File: config.mk
export PLATFORM = sky130hd
export DESIGN_NAME = scc_top
export DESIGN_NICKNAME = d
export VERILOG_FILES = /design/src/common/scc_pkg.sv /design/src/common/scc_clk_if.sv /design/src/verilog/scc_sckgen.sv /design/src/verilog/scc_top.sv
export VERILOG_INCLUDE_DIRS = /design/src /design/src/common
export SDC_FILE = /design/constraint.sdc
export NUM_CORES = 1
export LEC_CHECK = 0
export BUFFER_PORTS_ARGS = -buffer_cell sky130_fd_sc_hd__buf_2
export CAP_MARGIN = 15
export CORE_ASPECT_RATIO = 0.75
export CORE_MARGIN = 10
export CORE_UTILIZATION = 40
export DETAILED_ROUTE_END_ITERATION = 10
export PLACE_DENSITY_LB_ADDON = 0.3
export SKIP_CTS_REPAIR_TIMING = 1
export SYNTH_ARGS = -nofsm -noshare
export SYNTH_HDL_FRONTEND = slang
export SYNTH_SLANG_ARGS = --single-unit
File: constraint.sdc
create_clock -name CLK_I -period 6.95 [get_ports CLK_I]
set_clock_uncertainty 0.1 [all_clocks]
set_input_delay 1.0425 -clock CLK_I [delete_from_list [all_inputs] [get_ports CLK_I]]
set_output_delay 1.0425 -clock CLK_I [all_outputs]
set_load 0.03 [all_outputs]
File: src/common/scc_consts.svh
// Constants for the serial port clock, configuration and status block.
// Assumes inclusion by bare name from design and bench files.
`ifndef SCC_CONSTS_SVH
`define SCC_CONSTS_SVH

// Special function register addresses
`define SCC_ADDR_CFG 8'ha1
`define SCC_ADDR_CTRL 8'hf8
`define SCC_ADDR_CKR 8'ha2
`define SCC_ADDR_DAT 8'ha3

// Configuration and status fields
`define SCC_CFG_BUSY 7
`define SCC_CFG_MASTER_ENABLE 6
`define SCC_CFG_CPHA 5
`define SCC_CFG_CPOL 4
`define SCC_CFG_SLAVE_SELECTED 3
`define SCC_CFG_PINRAW 2
`define SCC_CFG_SREMPTY 1
`define SCC_CFG_RXEMPTY 0

// Control fields
`define SCC_CTL_DONE 7
`define SCC_CTL_WCOL 6
`define SCC_CTL_MODF 5
`define SCC_CTL_OVR 4
`define SCC_CTL_SSM_HI 3
`define SCC_CTL_SSM_LO 2
`define SCC_CTL_TXEMPTY 1
`define SCC_CTL_EN 0

// Reset values
`define SCC_RST_CFG 8'h07
`define SCC_RST_CTRL 8'h06
`define SCC_RST_CKR 8'h00
`define SCC_RST_SSM 2'h1

// Timing
`define SCC_CORE_HZ 20000000
`define SCC_MAX_MASTER_HZ 12500000
`define SCC_MIN_HALF ((`SCC_CORE_HZ + 2 * `SCC_MAX_MASTER_HZ - 1) / (2 * `SCC_MAX_MASTER_HZ))
`define SCC_LAST_BIT 3'h7

`endif

File: src/common/scc_pkg.sv
// Types for the serial port clock, configuration and status block.
// Assumes the constants header is on the include path.
package scc_pkg;
  typedef logic [7:0] scc_byte_t;
  typedef enum logic {
    SCC_M_IDLE = 1'b0,
    SCC_M_RUN = 1'b1
  } scc_mst_e;
endpackage

File: src/common/scc_clk_if.sv
// Link between the port core and its master clock generator.
// Assumes both ends run on the same core clock.
`timescale 1ns/1ps
interface scc_clk_if;
  logic run;
  logic [7:0] div;
  logic cpol;
  logic lead;
  logic trail;
  logic sample;
  logic sck;
  modport gen (input run, input div, input cpol, output lead, output trail, output sample,
    output sck);
  modport core (output run, output div, output cpol, input lead, input trail,
    input sample, input sck);
endinterface

File: src/verilog/scc_sckgen.sv
// Master serial clock generator: programmable half period and edge pulses.
// Assumes a single core clock and synchronous active-low reset.
`timescale 1ns/1ps
`include "scc_consts.svh"
module scc_sckgen (
  // Clock and reset
  input wire logic clk_i,
  input wire logic rst_n_i,
  // Core side
  scc_clk_if.gen lnk
);
  import scc_pkg::*;

  localparam logic [8:0] MIN_HALF = 9'(`SCC_MIN_HALF);

  logic [8:0] cnt_q;
  logic half_sel_q;
  logic sck_q;
  logic [8:0] req_half;
  logic [8:0] half;
  logic edge_hit;

  assign req_half = {1'b0, lnk.div} + 9'h001;
  assign half = (req_half < MIN_HALF) ? MIN_HALF : req_half;
  assign edge_hit = lnk.run && (cnt_q == half - 9'h001);
  assign lnk.lead = edge_hit && !half_sel_q;
  assign lnk.trail = edge_hit && half_sel_q;
  assign lnk.sample = (half == 9'h001) ? lnk.lead :
    (lnk.run && half_sel_q && (cnt_q == half - 9'h002));
  assign lnk.sck = sck_q;

  always_ff @(posedge clk_i) begin
    if (!rst_n_i || !lnk.run) begin
      cnt_q <= 9'h000;
      half_sel_q <= 1'b0;
      sck_q <= rst_n_i ? lnk.cpol : 1'b0;
    end else if (edge_hit) begin
      cnt_q <= 9'h000;
      half_sel_q <= !half_sel_q;
      sck_q <= !sck_q;
    end else begin
      cnt_q <= cnt_q + 9'h001;
    end
  end

  a_bit_period_min: assert property (@(posedge clk_i) disable iff (!rst_n_i)
    lnk.trail |=> !lnk.trail) else $error("bit period below two core cycles");
  a_sample_before_end: assert property (@(posedge clk_i) disable iff (!rst_n_i)
    lnk.sample |=> lnk.trail) else $error("sample not one cycle before bit end");
  a_sck_idle_level: assert property (@(posedge clk_i) disable iff (!rst_n_i)
    !lnk.run && $past(!lnk.run) |-> sck_q == $past(lnk.cpol)) else $error("idle level");
endmodule // scc_sckgen

File: src/verilog/scc_top.sv
// Serial port core with clock phase and polarity, config and status register.
// Assumes a special-function register port on the core clock; pins are async.
`timescale 1ns/1ps
`include "scc_consts.svh"
module scc_top (
  // Clock and reset
  input wire logic CLK_I,
  input wire logic RST_N_I,
  // Register port
  input wire logic [7:0] SFR_ADDR_I,
  input wire logic SFR_WE_I,
  input wire logic SFR_RE_I,
  input wire scc_pkg::scc_byte_t SFR_WDATA_I,
  output scc_pkg::scc_byte_t SFR_RDATA_O,
  // Serial clock pin
  input wire logic SCK_I,
  output logic SCK_O,
  output logic SCK_OE_N_O,
  // Data pins
  input wire logic MOSI_I,
  output logic MOSI_O,
  output logic MOSI_OE_N_O,
  input wire logic MISO_I,
  output logic MISO_O,
  output logic MISO_OE_N_O,
  // Select pin
  input wire logic NSS_I,
  output logic NSS_O,
  output logic NSS_OE_N_O
);
  import scc_pkg::*;

  scc_clk_if lnk ();

  // Control and configuration state
  logic master_enable_q, clock_phase_sel_q, clock_polarity_sel_q, port_enable_q;
  logic [1:0] select_mode_q;
  scc_byte_t clock_divider_value_q;
  logic done_q, wcol_q, modf_q, ovr_q;
  // Datapath state
  scc_byte_t txbuf_q, rxbuf_q, txsh_q, rxsh_q, rdata_q;
  logic tx_full_q, rx_full_q, sh_full_q, shift_reg_empty_q, out_q;
  logic [2:0] bitcnt_q;
  scc_mst_e mst_state_q;
  // Pin sampling
  logic [3:0] meta_q, sync_q;
  logic sck_prev_q, nss_prev_q, nss_flt_q;
  logic [1:0] nss_hist_q;

  logic wr_cfg, wr_ctrl, wr_ckr, wr_dat, rd_dat;
  logic sck_s, mosi_s, miso_s, nss_s, master, sl_en, modf_set;
  logic s_edge, s_lead, s_trail, lead_ev, trail_ev, smp_ev, in_bit;
  logic m_load, s_load, load, active, done, busy, nss_fell;
  scc_byte_t rx_word, cfg_rd, ctrl_rd, rdata_d;

  // Register decode
  assign wr_cfg = SFR_WE_I && (SFR_ADDR_I == `SCC_ADDR_CFG);
  assign wr_ctrl = SFR_WE_I && (SFR_ADDR_I == `SCC_ADDR_CTRL);
  assign wr_ckr = SFR_WE_I && (SFR_ADDR_I == `SCC_ADDR_CKR);
  assign wr_dat = SFR_WE_I && (SFR_ADDR_I == `SCC_ADDR_DAT);
  assign rd_dat = SFR_RE_I && (SFR_ADDR_I == `SCC_ADDR_DAT);

  // Two-stage pin synchronisers
  for (genvar i = 0; i < 4; i++) begin : g_sync
    localparam logic RV = (i == 3) ? 1'b1 : 1'b0;
    always_ff @(posedge CLK_I) begin
      if (!RST_N_I) begin
        meta_q[i] <= RV;
        sync_q[i] <= RV;
      end else begin
        meta_q[i] <= (i == 0) ? SCK_I : (i == 1) ? MOSI_I : (i == 2) ? MISO_I : NSS_I;
        sync_q[i] <= meta_q[i];
      end
    end
  end
  assign sck_s = sync_q[0];
  assign mosi_s = sync_q[1];
  assign miso_s = sync_q[2];
  assign nss_s = sync_q[3];

  assign master = master_enable_q;
  assign modf_set = port_enable_q && master && (select_mode_q == 2'b01) && !nss_flt_q;
  assign sl_en = port_enable_q && !master && !((select_mode_q == 2'b01) && nss_s);
  assign nss_fell = nss_prev_q && !nss_s;

  assign s_edge = sl_en && (sck_s != sck_prev_q);
  assign s_lead = s_edge && (sck_s != clock_polarity_sel_q);
  assign s_trail = s_edge && (sck_s == clock_polarity_sel_q);
  assign lead_ev = master ? lnk.lead : s_lead;
  assign trail_ev = master ? lnk.trail : s_trail;
  assign smp_ev = master ? lnk.sample : (clock_phase_sel_q ? s_trail : s_lead);
  assign in_bit = master ? miso_s : mosi_s;

  assign m_load = port_enable_q && master && (mst_state_q == SCC_M_IDLE) && tx_full_q
    && !modf_set;
  assign s_load = port_enable_q && !master && !sh_full_q && tx_full_q && (bitcnt_q == 3'h0);
  assign load = m_load || s_load;
  assign active = master ? (mst_state_q == SCC_M_RUN) : sl_en;
  assign done = active && trail_ev && (bitcnt_q == `SCC_LAST_BIT);
  assign rx_word = smp_ev ? {rxsh_q[6:0], in_bit} : rxsh_q;
  assign busy = master ? (mst_state_q == SCC_M_RUN) :
    (sl_en && ((bitcnt_q != 3'h0) || (sck_s != clock_polarity_sel_q)));

  // divider used only by master clock generator
  assign lnk.run = port_enable_q && master && (mst_state_q == SCC_M_RUN);
  assign lnk.div = clock_divider_value_q;
  assign lnk.cpol = clock_polarity_sel_q;

  scc_sckgen u_sckgen (
    .clk_i(CLK_I),
    .rst_n_i(RST_N_I),
    .lnk(lnk)
  );

  always_ff @(posedge CLK_I) begin
    if (!RST_N_I) begin
      master_enable_q <= 1'b0;
      clock_phase_sel_q <= 1'b0;
      clock_polarity_sel_q <= 1'b0;
    end else begin
      if (wr_cfg) begin
        clock_phase_sel_q <= SFR_WDATA_I[`SCC_CFG_CPHA];
        clock_polarity_sel_q <= SFR_WDATA_I[`SCC_CFG_CPOL];
      end
      master_enable_q <= !modf_set && (wr_cfg ? SFR_WDATA_I[`SCC_CFG_MASTER_ENABLE] : master_enable_q);
    end
  end

  always_ff @(posedge CLK_I) begin
    if (!RST_N_I) begin
      port_enable_q <= 1'b0;
      select_mode_q <= `SCC_RST_SSM;
      {done_q, wcol_q, modf_q, ovr_q} <= 4'h0;
      clock_divider_value_q <= `SCC_RST_CKR;
    end else begin
      port_enable_q <= !modf_set && (wr_ctrl ? SFR_WDATA_I[`SCC_CTL_EN] : port_enable_q);
      if (wr_ctrl) select_mode_q <= SFR_WDATA_I[`SCC_CTL_SSM_HI:`SCC_CTL_SSM_LO];
      done_q <= done || (wr_ctrl ? SFR_WDATA_I[`SCC_CTL_DONE] : done_q);
      wcol_q <= (wr_dat && tx_full_q) || (wr_ctrl ? SFR_WDATA_I[`SCC_CTL_WCOL] : wcol_q);
      modf_q <= modf_set || (wr_ctrl ? SFR_WDATA_I[`SCC_CTL_MODF] : modf_q);
      ovr_q <= (done && !master && rx_full_q) || (wr_ctrl ? SFR_WDATA_I[`SCC_CTL_OVR] : ovr_q);
      if (wr_ckr) clock_divider_value_q <= SFR_WDATA_I;
    end
  end

  // Transmit and receive buffers
  always_ff @(posedge CLK_I) begin
    if (!RST_N_I) begin
      txbuf_q <= 8'h00;
      tx_full_q <= 1'b0;
      rxbuf_q <= 8'h00;
      rx_full_q <= 1'b0;
    end else begin
      if (wr_dat && !tx_full_q) txbuf_q <= SFR_WDATA_I;
      tx_full_q <= (wr_dat && !tx_full_q) || (tx_full_q && !load);
      if (done && (master || !rx_full_q)) rxbuf_q <= rx_word;
      rx_full_q <= done || (rx_full_q && !rd_dat);
    end
  end

  // Shifting, bit count and master sequence
  always_ff @(posedge CLK_I) begin
    if (!RST_N_I || !port_enable_q) begin
      txsh_q <= 8'h00;
      rxsh_q <= 8'h00;
      out_q <= 1'b0;
      bitcnt_q <= 3'h0;
      mst_state_q <= SCC_M_IDLE;
    end else begin
      if (load) txsh_q <= txbuf_q;
      else if (trail_ev && active) txsh_q <= {txsh_q[6:0], 1'b0};
      if (active) rxsh_q <= rx_word;
      if (load && !clock_phase_sel_q) out_q <= txbuf_q[7];
      else if (active && lead_ev && clock_phase_sel_q) out_q <= txsh_q[7];
      else if (active && trail_ev && !clock_phase_sel_q) out_q <= txsh_q[6];
      if (m_load || (!master && nss_fell)) bitcnt_q <= 3'h0;
      else if (active && trail_ev) bitcnt_q <= bitcnt_q + 3'h1;
      if (m_load) mst_state_q <= SCC_M_RUN;
      else if (done || !master) mst_state_q <= SCC_M_IDLE;
    end
  end

  always_ff @(posedge CLK_I) begin
    if (!RST_N_I) begin
      sh_full_q <= 1'b0;
      shift_reg_empty_q <= 1'b1;
    end else begin
      sh_full_q <= load || (sh_full_q && !done && port_enable_q);
      // Byte end shares its cycle with the last clock edge, so it wins
      if ((done && !tx_full_q) || !port_enable_q) shift_reg_empty_q <= 1'b1;
      else if (load || s_edge) shift_reg_empty_q <= 1'b0;
    end
  end

  always_ff @(posedge CLK_I) begin
    if (!RST_N_I) begin
      sck_prev_q <= 1'b0;
      nss_prev_q <= 1'b1;
      nss_hist_q <= 2'h3;
      nss_flt_q <= 1'b1;
    end else begin
      sck_prev_q <= sck_s;
      nss_prev_q <= nss_s;
      nss_hist_q <= {nss_hist_q[0], nss_s};
      if ((nss_hist_q == {2{nss_s}})) nss_flt_q <= nss_s;
    end
  end

  assign cfg_rd = {busy, master, clock_phase_sel_q, clock_polarity_sel_q, !nss_flt_q, nss_s,
    master || shift_reg_empty_q, master || !rx_full_q};
  assign ctrl_rd = {done_q, wcol_q, modf_q, ovr_q, select_mode_q, !tx_full_q, port_enable_q};
  assign rdata_d = (SFR_ADDR_I == `SCC_ADDR_CFG) ? cfg_rd :
    (SFR_ADDR_I == `SCC_ADDR_CTRL) ? ctrl_rd :
    (SFR_ADDR_I == `SCC_ADDR_CKR) ? clock_divider_value_q :
    (SFR_ADDR_I == `SCC_ADDR_DAT) ? rxbuf_q : 8'h00;

  always_ff @(posedge CLK_I) begin
    if (!RST_N_I) rdata_q <= `SCC_RST_CFG;
    else if (SFR_RE_I) rdata_q <= rdata_d;
  end

  // Pin drivers
  assign SFR_RDATA_O = rdata_q;
  assign SCK_O = lnk.sck;
  assign SCK_OE_N_O = !(port_enable_q && master);
  assign MOSI_O = out_q;
  assign MOSI_OE_N_O = !(port_enable_q && master);
  assign MISO_O = out_q;
  assign MISO_OE_N_O = !sl_en;
  assign NSS_O = select_mode_q[0];
  assign NSS_OE_N_O = !(port_enable_q && select_mode_q[1]);

  a_master_status_ones: assert property (@(posedge CLK_I) disable iff (!RST_N_I)
    master |-> cfg_rd[1:0] == 2'h3) else $error("empty bits not 1 in master");
  a_slave_selected_filtered: assert property (@(posedge CLK_I) disable iff (!RST_N_I)
    $rose(cfg_rd[`SCC_CFG_SLAVE_SELECTED]) |-> $past(!nss_s) && $past(!nss_s, 2))
    else $error("selected bit follows glitch");
  a_busy_on_start: assert property (@(posedge CLK_I) disable iff (!RST_N_I)
    m_load |=> busy [*2]) else $error("busy not shown after start");
  a_slave_no_sck: assert property (@(posedge CLK_I) disable iff (!RST_N_I)
    !master |-> SCK_OE_N_O && !lnk.run) else $error("slave drives clock");
  a_master_idle_sck: assert property (@(posedge CLK_I) disable iff (!RST_N_I)
    master && !busy && $past(!busy) && $stable(clock_polarity_sel_q)
    |-> SCK_O == clock_polarity_sel_q) else $error("master clock not idle");
  a_cfg_write_bits: assert property (@(posedge CLK_I) disable iff (!RST_N_I)
    wr_cfg && !modf_set |=> master_enable_q == $past(SFR_WDATA_I[6])
    && clock_phase_sel_q == $past(SFR_WDATA_I[5])) else $error("config write lost");
  a_select_output: assert property (@(posedge CLK_I) disable iff (!RST_N_I)
    port_enable_q && select_mode_q[1] |-> !NSS_OE_N_O && NSS_O == select_mode_q[0])
    else $error("select output wrong");
  a_slave_mid_sample: assert property (@(posedge CLK_I) disable iff (!RST_N_I)
    s_lead && !clock_phase_sel_q |-> smp_ev) else $error("slave sample point");
  a_disabled_quiet: assert property (@(posedge CLK_I) disable iff (!RST_N_I)
    !port_enable_q |-> SCK_OE_N_O && MOSI_OE_N_O && MISO_OE_N_O && !lnk.run)
    else $error("port off active");
  a_shift_reg_empty_after_byte: assert property (@(posedge CLK_I) disable iff (!RST_N_I)
    done && !master && !tx_full_q |=> shift_reg_empty_q)
    else $error("shift empty not set at byte end");
  a_rx_full_set: assert property (@(posedge CLK_I) disable iff (!RST_N_I)
    done |=> rx_full_q) else $error("receive data not flagged");

  c_master_byte: cover property (@(posedge CLK_I) disable iff (!RST_N_I) done && master);
  c_slave_byte: cover property (@(posedge CLK_I) disable iff (!RST_N_I) done && !master);
  c_overrun: cover property (@(posedge CLK_I) disable iff (!RST_N_I) $rose(ovr_q));
  c_mode_fault: cover property (@(posedge CLK_I) disable iff (!RST_N_I) modf_set);
  c_three_wire: cover property (@(posedge CLK_I) disable iff (!RST_N_I)
    sl_en && (select_mode_q == 2'b00));
endmodule // scc_top

# After elaboration in Yosys (flattened, before gate mapping)
# Cells that the tools add are included.
[word_totals] ff_bits=91 elab_cells=182 in_bits=24 out_inout_bits=16
[classes] bitwise=2 n_mux=30 magnitude_cmp=1 n_eq_ne=13 reduce_logical=94 n_addsub=5
[op_table] operator="$mux 8" n=7
[op_table] operator="$logic_and 1x1->1" n=48
[op_table] operator="$eq 8x8->1 const B" n=4
[op_table] operator="$mux 1" n=22
[op_table] operator="$logic_not 1->1" n=20
[op_table] operator="$eq 9x9->1" n=2
[op_table] operator="$logic_or 1x1->1" n=17
[op_table] operator="$add 8x1->9 const B" n=1
[op_table] operator="$add 9x1->9 const B" n=1
[op_table] operator="$eq 9x1->1 const B" n=1
[op_table] operator="$lt 9x1->1 const B" n=1
[op_table] operator="$mux 9" n=1
[op_table] operator="$sub 9x1->9 const B" n=1
[op_table] operator="$sub 9x2->9 const B" n=1
[op_table] operator="$reduce_bool 2->1" n=3
[op_table] operator="$reduce_bool 3->1" n=2
[op_table] operator="$reduce_or 2->1" n=3
[op_table] operator="$add 3x1->3 const B" n=1
[op_table] operator="$eq 3x3->1 const B" n=1
[op_table] operator="$logic_not 3->1" n=1
[op_table] operator="$eq 2x1->1 const B" n=1
[op_table] operator="$eq 2x2->1" n=1
[op_table] operator="$ne 1x1->1" n=2
[op_table] operator="$not 1->1" n=2
[op_table] operator="$eq 1x1->1" n=1

# Longest topological paths before layout
[depth] word_depth=14 depth_mapped=18 mapped_depth_nobuf=16

# By module
# A second synthesis with hierarchy kept.
[hier_totals] cells_unflattened=582 hier_area_um2=5083.6
[by_module_without_submodules] module="scc_top" cells_each=394 area_each_um2=3611.0 seq_area_each_um2=1581.5 n_inst=1
[by_module_without_submodules] module="scc_sckgen" cells_each=188 area_each_um2=1472.7 seq_area_each_um2=230.2 n_inst=1

# Least setup slack after synthesis
# Ideal clock, no wire load.
[synth_timing] path_kind="register to register" startpoint="register clock_divider_value_q[1]" endpoint="register rxbuf_q[1]" path_buffers=1 required_ns=6.728 period_less_slack_ns=4.109 setup_ns=0.122 path_stages_with_launch=18 setup_slack_ns=2.841 arrival_ns=3.887 cell_sequence="dfxtp_1 > ha_1 > buf_2 > xnor2_1 > o211a_1 > o211ai_1 > nand2_1 > inv_1 > ha_1 > and3_1 > a31o_2 > xnor2_1 > o32a_1 > a2111oi_4 > nand4_2 > a21oi_4 > mux2i_1 > o21ai_1"
[synth_between] elab_chain_cells=11 word_cells_on_any_way=19 classes_between="add/sub: 3; order compare: 1; eq/ne: 3; mux: 5; reduce/logical: 7"
[synth_rtl] element="start: declaration" line_no="scc_top.sv:38" text="scc_byte_t clock_divider_value_q;"
[synth_rtl] element="start signal: assignment" line_no="scc_top.sv:134" text="clock_divider_value_q <= `SCC_RST_CKR;"
[synth_rtl] element="$add 8x1->9 *" line_no="scc_sckgen.sv:23" text="assign req_half = {1'b0, lnk.div} + 9'h001;"
[synth_rtl] element="$lt 9x1->1" line_no="scc_sckgen.sv:24" text="assign half = (req_half < MIN_HALF) ? MIN_HALF : req_half;"
[synth_rtl] element="$mux 9 *" line_no="scc_sckgen.sv:24"
[synth_rtl] element="$sub 9x1->9" line_no="scc_sckgen.sv:25" text="assign edge_hit = lnk.run && (cnt_q == half - 9'h001);"
[synth_rtl] element="$eq 9x9->1" line_no="scc_sckgen.sv:25"
[synth_rtl] element="$logic_and 1x1->1" line_no="scc_sckgen.sv:25"
[synth_rtl] element="$logic_and 1x1->1" line_no="scc_sckgen.sv:27" text="assign lnk.trail = edge_hit && half_sel_q;"
[synth_rtl] element="$mux 1" line_no="scc_top.sv:90" text="assign trail_ev = master ? lnk.trail : s_trail;"
[synth_rtl] element="$logic_and 1x1->1 (2 in a row)" line_no="scc_top.sv:99" text="assign done = active && trail_ev && (bitcnt_q == `SCC_LAST_BIT);"
[synth_rtl] element="$logic_and 1x1->1" line_no="scc_top.sv:156" text="if (done && (master || !rx_full_q)) rxbuf_q <= rx_word;"
[synth_rtl] element="end signal: assignment" line_no="scc_top.sv:156"
[synth_rtl] element="end: declaration" line_no="scc_top.sv:41" text="scc_byte_t txbuf_q, rxbuf_q, txsh_q, rxsh_q, rdata_q;"
# Mark *: on every way between the ends. The rest lies on a longest branch, timed or not.
# A chain may end at the register's enable or synchronous reset.

# Final worst setup path
[layout_timing] startpoint="register clock_divider_value_q[0]" endpoint="register txsh_q[1]"
[layout_between] elab_chain_cells=10
[layout_rtl] element="$add 8x1->9 *" line_no="scc_sckgen.sv:23"
[layout_rtl] element="$lt 9x1->1" line_no="scc_sckgen.sv:24"
[layout_rtl] element="$mux 9 *" line_no="scc_sckgen.sv:24"
[layout_rtl] element="$sub 9x1->9 *" line_no="scc_sckgen.sv:25"
[layout_rtl] element="$eq 9x9->1 *" line_no="scc_sckgen.sv:25"
[layout_rtl] element="$logic_and 1x1->1 *" line_no="scc_sckgen.sv:25"
[layout_rtl] element="$logic_and 1x1->1 *" line_no="scc_sckgen.sv:27"
[layout_rtl] element="$mux 1 *" line_no="scc_top.sv:90"
[layout_rtl] element="$logic_and 1x1->1 *" line_no="scc_top.sv:171" text="else if (trail_ev && active) txsh_q <= {txsh_q[6:0], 1'b0};"
[layout_rtl] element="$reduce_bool 2->1 (no line) *"
[layout_rtl] element="end signal: assignment" line_no="scc_top.sv:170" text="if (load) txsh_q <= txbuf_q;"
[layout_rtl] element="end signal: assignment" line_no="scc_top.sv:171"
[layout_rtl] element="end: declaration" line_no="scc_top.sv:41"
# Marked as above.

==> flow_summary.rst <==
.. list-table::
   :header-rows: 1

   * - Metric
     - Value
   * - Starting DRC count in detailed routing
     - 368
   * - Placed wire-length estimate after detailed placement
     - 10.27 mm
   * - Data arrival time of the critical path
     - 5.64 ns
   * - Initial antenna violation count
     - 0
   * - Die ar.
     - 17100 µm²
   * - Largest net degree at the start of global routing
     - 32
   * - Total congestion overflow
     - 0
   * - Port Buf Inserts
     - 39
   * - Cells after synthesis
     - 588
   * - CTS root buffer
     - clkbuf_16
   * - CTS max path bufs
     - 2
   * - Peak supply drop
     - 0.0001055 V
   * - RSZ-0062 raised after global routing
     - no
   * - Global-route wire length before repair
     - 21.47 mm
   * - Prevailing post-synth register cell
     - dfxtp_1
   * - Source-to-sink clock delay at the later pin of the worst-skew pair
     - 0.34 ns
   * - Time the final worst path needs with I/O delays and setup
     - 5.519 ns
   * - Proportion of layout cells with a drive suffix above 1
     - 0.1151
   * - Critical Path, Cell by Cell
     - ha_1, nand3_1, a211oi_2, o211ai_1, nand2_1, inv_1, ha_1, and3_1, a31o_2, xnor2_1, o32a_1, a2111oi_4, nand4_1, nand2_1, mux2i_1, a21oi_1
   * - Worst slew pin tran
     - 0.9810 ns
   * - Clk pin slew, worst setup/hold paths
     - 0.07 ns
   * - Endpoint kind of the worst setup timing path
     - flip-flop
   * - Mean post-synth cell area
     - 8.322 µm²
   * - Filler cell count in the final layout
     - 1195
   * - Static leakage power
     - 1.975 nW
   * - Sequential element share of the synthesized area
     - 0.3702
   * - Req. time, crit path
     - 7.07 ns
   * - Post-layout nets
     - 638
   * - Floorplan die width
     - 147.7 µm
   * - Run status
     - finished clean
   * - Num CTS Buffers
     - 9
   * - Global router's overall resource usage
     - 0.1564
   * - Total power after layout
     - 1.036 mW
   * - Post-detailed-route via-to-cell ratio
     - 5.788
   * - Count of inserted antenna diode cells
     - 0
   * - Tightest Hold Check Type
     - reg -> reg
   * - Number of maximum-capacitance constraint violations
     - 0
   * - Placement Rows
     - 34
   * - Final setup fails
     - 0
   * - EDFF count, synth
     - 1
   * - Final count of hold timing violations
     - 0
   * - Startpoint Class
     - flip-flop
   * - Post-route clock period utilization
     - 0.7942
   * - Count of boundary I/O pins
     - 40
   * - Crit path kind
     - reg -> reg
   * - Syn Std Cell Area
     - 4893 µm²
   * - DRC violations left
     - 0
   * - Drt total wl
     - 13.58 mm
   * - Vias in the first global route
     - 4052
   * - Multi-input combinational cell area
     - 2843 µm²
   * - Growth of design area from synthesis to finish
     - 10.99%
   * - Gp weighted congestion
     - 0.9405
   * - Sink count of the clock tree
     - 90
   * - Number of max-slew violations in the final report
     - 0
   * - WL/cell
     - 17.64 µm
   * - Power per cell area
     - 190.8 nW/µm²
   * - Ys async rst share
     - 0
   * - Total number of yosys warnings
     - 0
   * - First-pass DRT Iterations
     - 5
   * - Maximum single-stage delay on the critical path
     - 0.76 ns
   * - Initial core utilization
     - 0.4153
   * - Unique masters post-synth
     - 67
   * - Total negative setup slack
     - 0 ns
   * - Cell type of the slowest stage on the worst timing path
     - dfxtp_1
   * - Crit Path Max Fanout
     - 20
   * - TritonCTS clock tree
     - yes
   * - Die H
     - 115.8 µm
   * - Sequential Area
     - 1812 µm²
   * - Total via count in the routed design
     - 4457
   * - Net count of the mapped netlist
     - 622
   * - Flip-flop and latch count after synthesis
     - 90
   * - Worst slew margin
     - 0.3453
   * - Remaining number of nets flagged by the antenna check after routing
     - 0
   * - Peak clock frequency supported by timing
     - 181.2 MHz
   * - CORE AREA
     - 11780 µm²
   * - H-Tree Level Count
     - 3
==> sequential cells by signal, indices dropped and copies added, names as in the netlist, 2 cells and up <==
register,cells
u_sckgen.cnt_q,9
SFR_RDATA_O,8
clock_divider_value_q,8
rxbuf_q,8
rxsh_q,8
txbuf_q,8
txsh_q,8
meta_q,4
bitcnt_q,3
nss_hist_q,2
select_mode_q,2
==> worst paths after layout <==
path                            startpoint        end  slack [ns]  cells past startpoint
setup / recovery  clock_divider_value_q[0]  txsh_q[1]        1.43                     16
hold / removal                   meta_q[3]      nss_s        0.31                      1
setup reg to reg  clock_divider_value_q[0]  txsh_q[1]        1.43                     16
hold reg to reg                  meta_q[3]      nss_s        0.31                      1
==> critical path, delay by kind of cell, from the launching register on <==
kind	cells	cell delay, ns
buffers and inverters	1	0.06
AO/OA/AOI/OAI	6	1.77
AND/OR/NAND/NOR	5	1.46
flip-flops	1	0.76
multiplexers	1	0.27
adder cells (fa/ha/maj)	2	0.84
XOR/XNOR	1	0.12
==> routing by layer <==
metal  vias to the layer above  track usage  share of wire
li1                       2130            -              -
met1                      2128       0.2204           0.48
met2                       188       0.2308           0.42
met3                        11      0.04402          0.088
met4                         0      0.03755         0.0080
met5                         -            0              0
==> synth_stat cells, types with 7 or more instances <==
master    count  area share
nor2_1       56       0.043
o21ai_1       7      0.0072
a21oi_1      47       0.048
dfxtp_1      89        0.36
and3_1        9       0.012
nor3_1       10       0.010
nand3_1      33       0.034
xor2_1       12       0.021
xnor2_1      19       0.034
inv_1        21       0.016
o21ai_0      27       0.028
nand4_1       9       0.012
nand2_1      57       0.044
ha_1         10       0.026
clkbuf_1     24       0.018
nand2b_1      8       0.010
mux2i_1      32       0.065
and2_1       16       0.020
==> cell type report <==
type | instances | share of cell area
multi-input combinational | 441 | 0.5234
sequential | 90 | 0.3336
clock buffer | 10 | 0.04400
timing repair buffer | 41 | 0.03870
tap | 162 | 0.03732
inverter | 21 | 0.01451
clock inverter | 5 | 0.008523
==> where the power goes <==
part | switching, mW | internal [mW]
clock network | 0.215 | 0.257
logic | 0.0269 | 0.0127
registers | 0.00262 | 0.521
==> placed cells by master, fill, tap and decap left out, types with 7 or more instances in the layout <==
cell and count:
and2_1 16, o21ai_1 7, nor2_1 56, buf_2 39
nand4_1 9, xnor2_1 19, inv_1 21, nand2_1 57
nor3_1 10, and3_1 9, ha_1 10, xor2_1 12
o21ai_0 27, dfxtp_1 89, mux2i_1 32, nand3_1 33
nand2b_1 8, a21oi_1 47, clkbuf_16 9
==> cell families (layout without fill, tap and decap cells) <==
kind of cell / count (synthesis) / in the layout / synth area share
AND/OR/NAND/NOR: 226 / 226 / 0.2314
AO/OA/AOI/OAI: 140 / 140 / 0.1938
flip-flops: 90 / 90 / 0.3702
buffers and inverters: 57 / 77 / 0.04884
XOR/XNOR: 33 / 33 / 0.06469
multiplexers: 32 / 32 / 0.06546
adder cells (fa/ha/maj): 10 / 10 / 0.02557
==> through the flow <==
stage | util | instance area (µm²) | worst slack, ns | cells | hold slack, ns
final | 0.4609 | 5431 | 1.431 | 770 | 0.3086
after global routing | 0.4609 | 5431 | 1.096 | 770 | 0.3408
after CTS | 0.4609 | 5431 | 1.526 | 770 | 0.3144
after detailed placement | 0.4367 | 5146 | 1.574 | 755 | 0.2986
after global placement | 0.4367 | 5146 | 1.847 | 755 | 0.2902
after floorplan | - | 4893 | 2.841 | 588 | 0.2863
(Power assumes the default switching activity.)
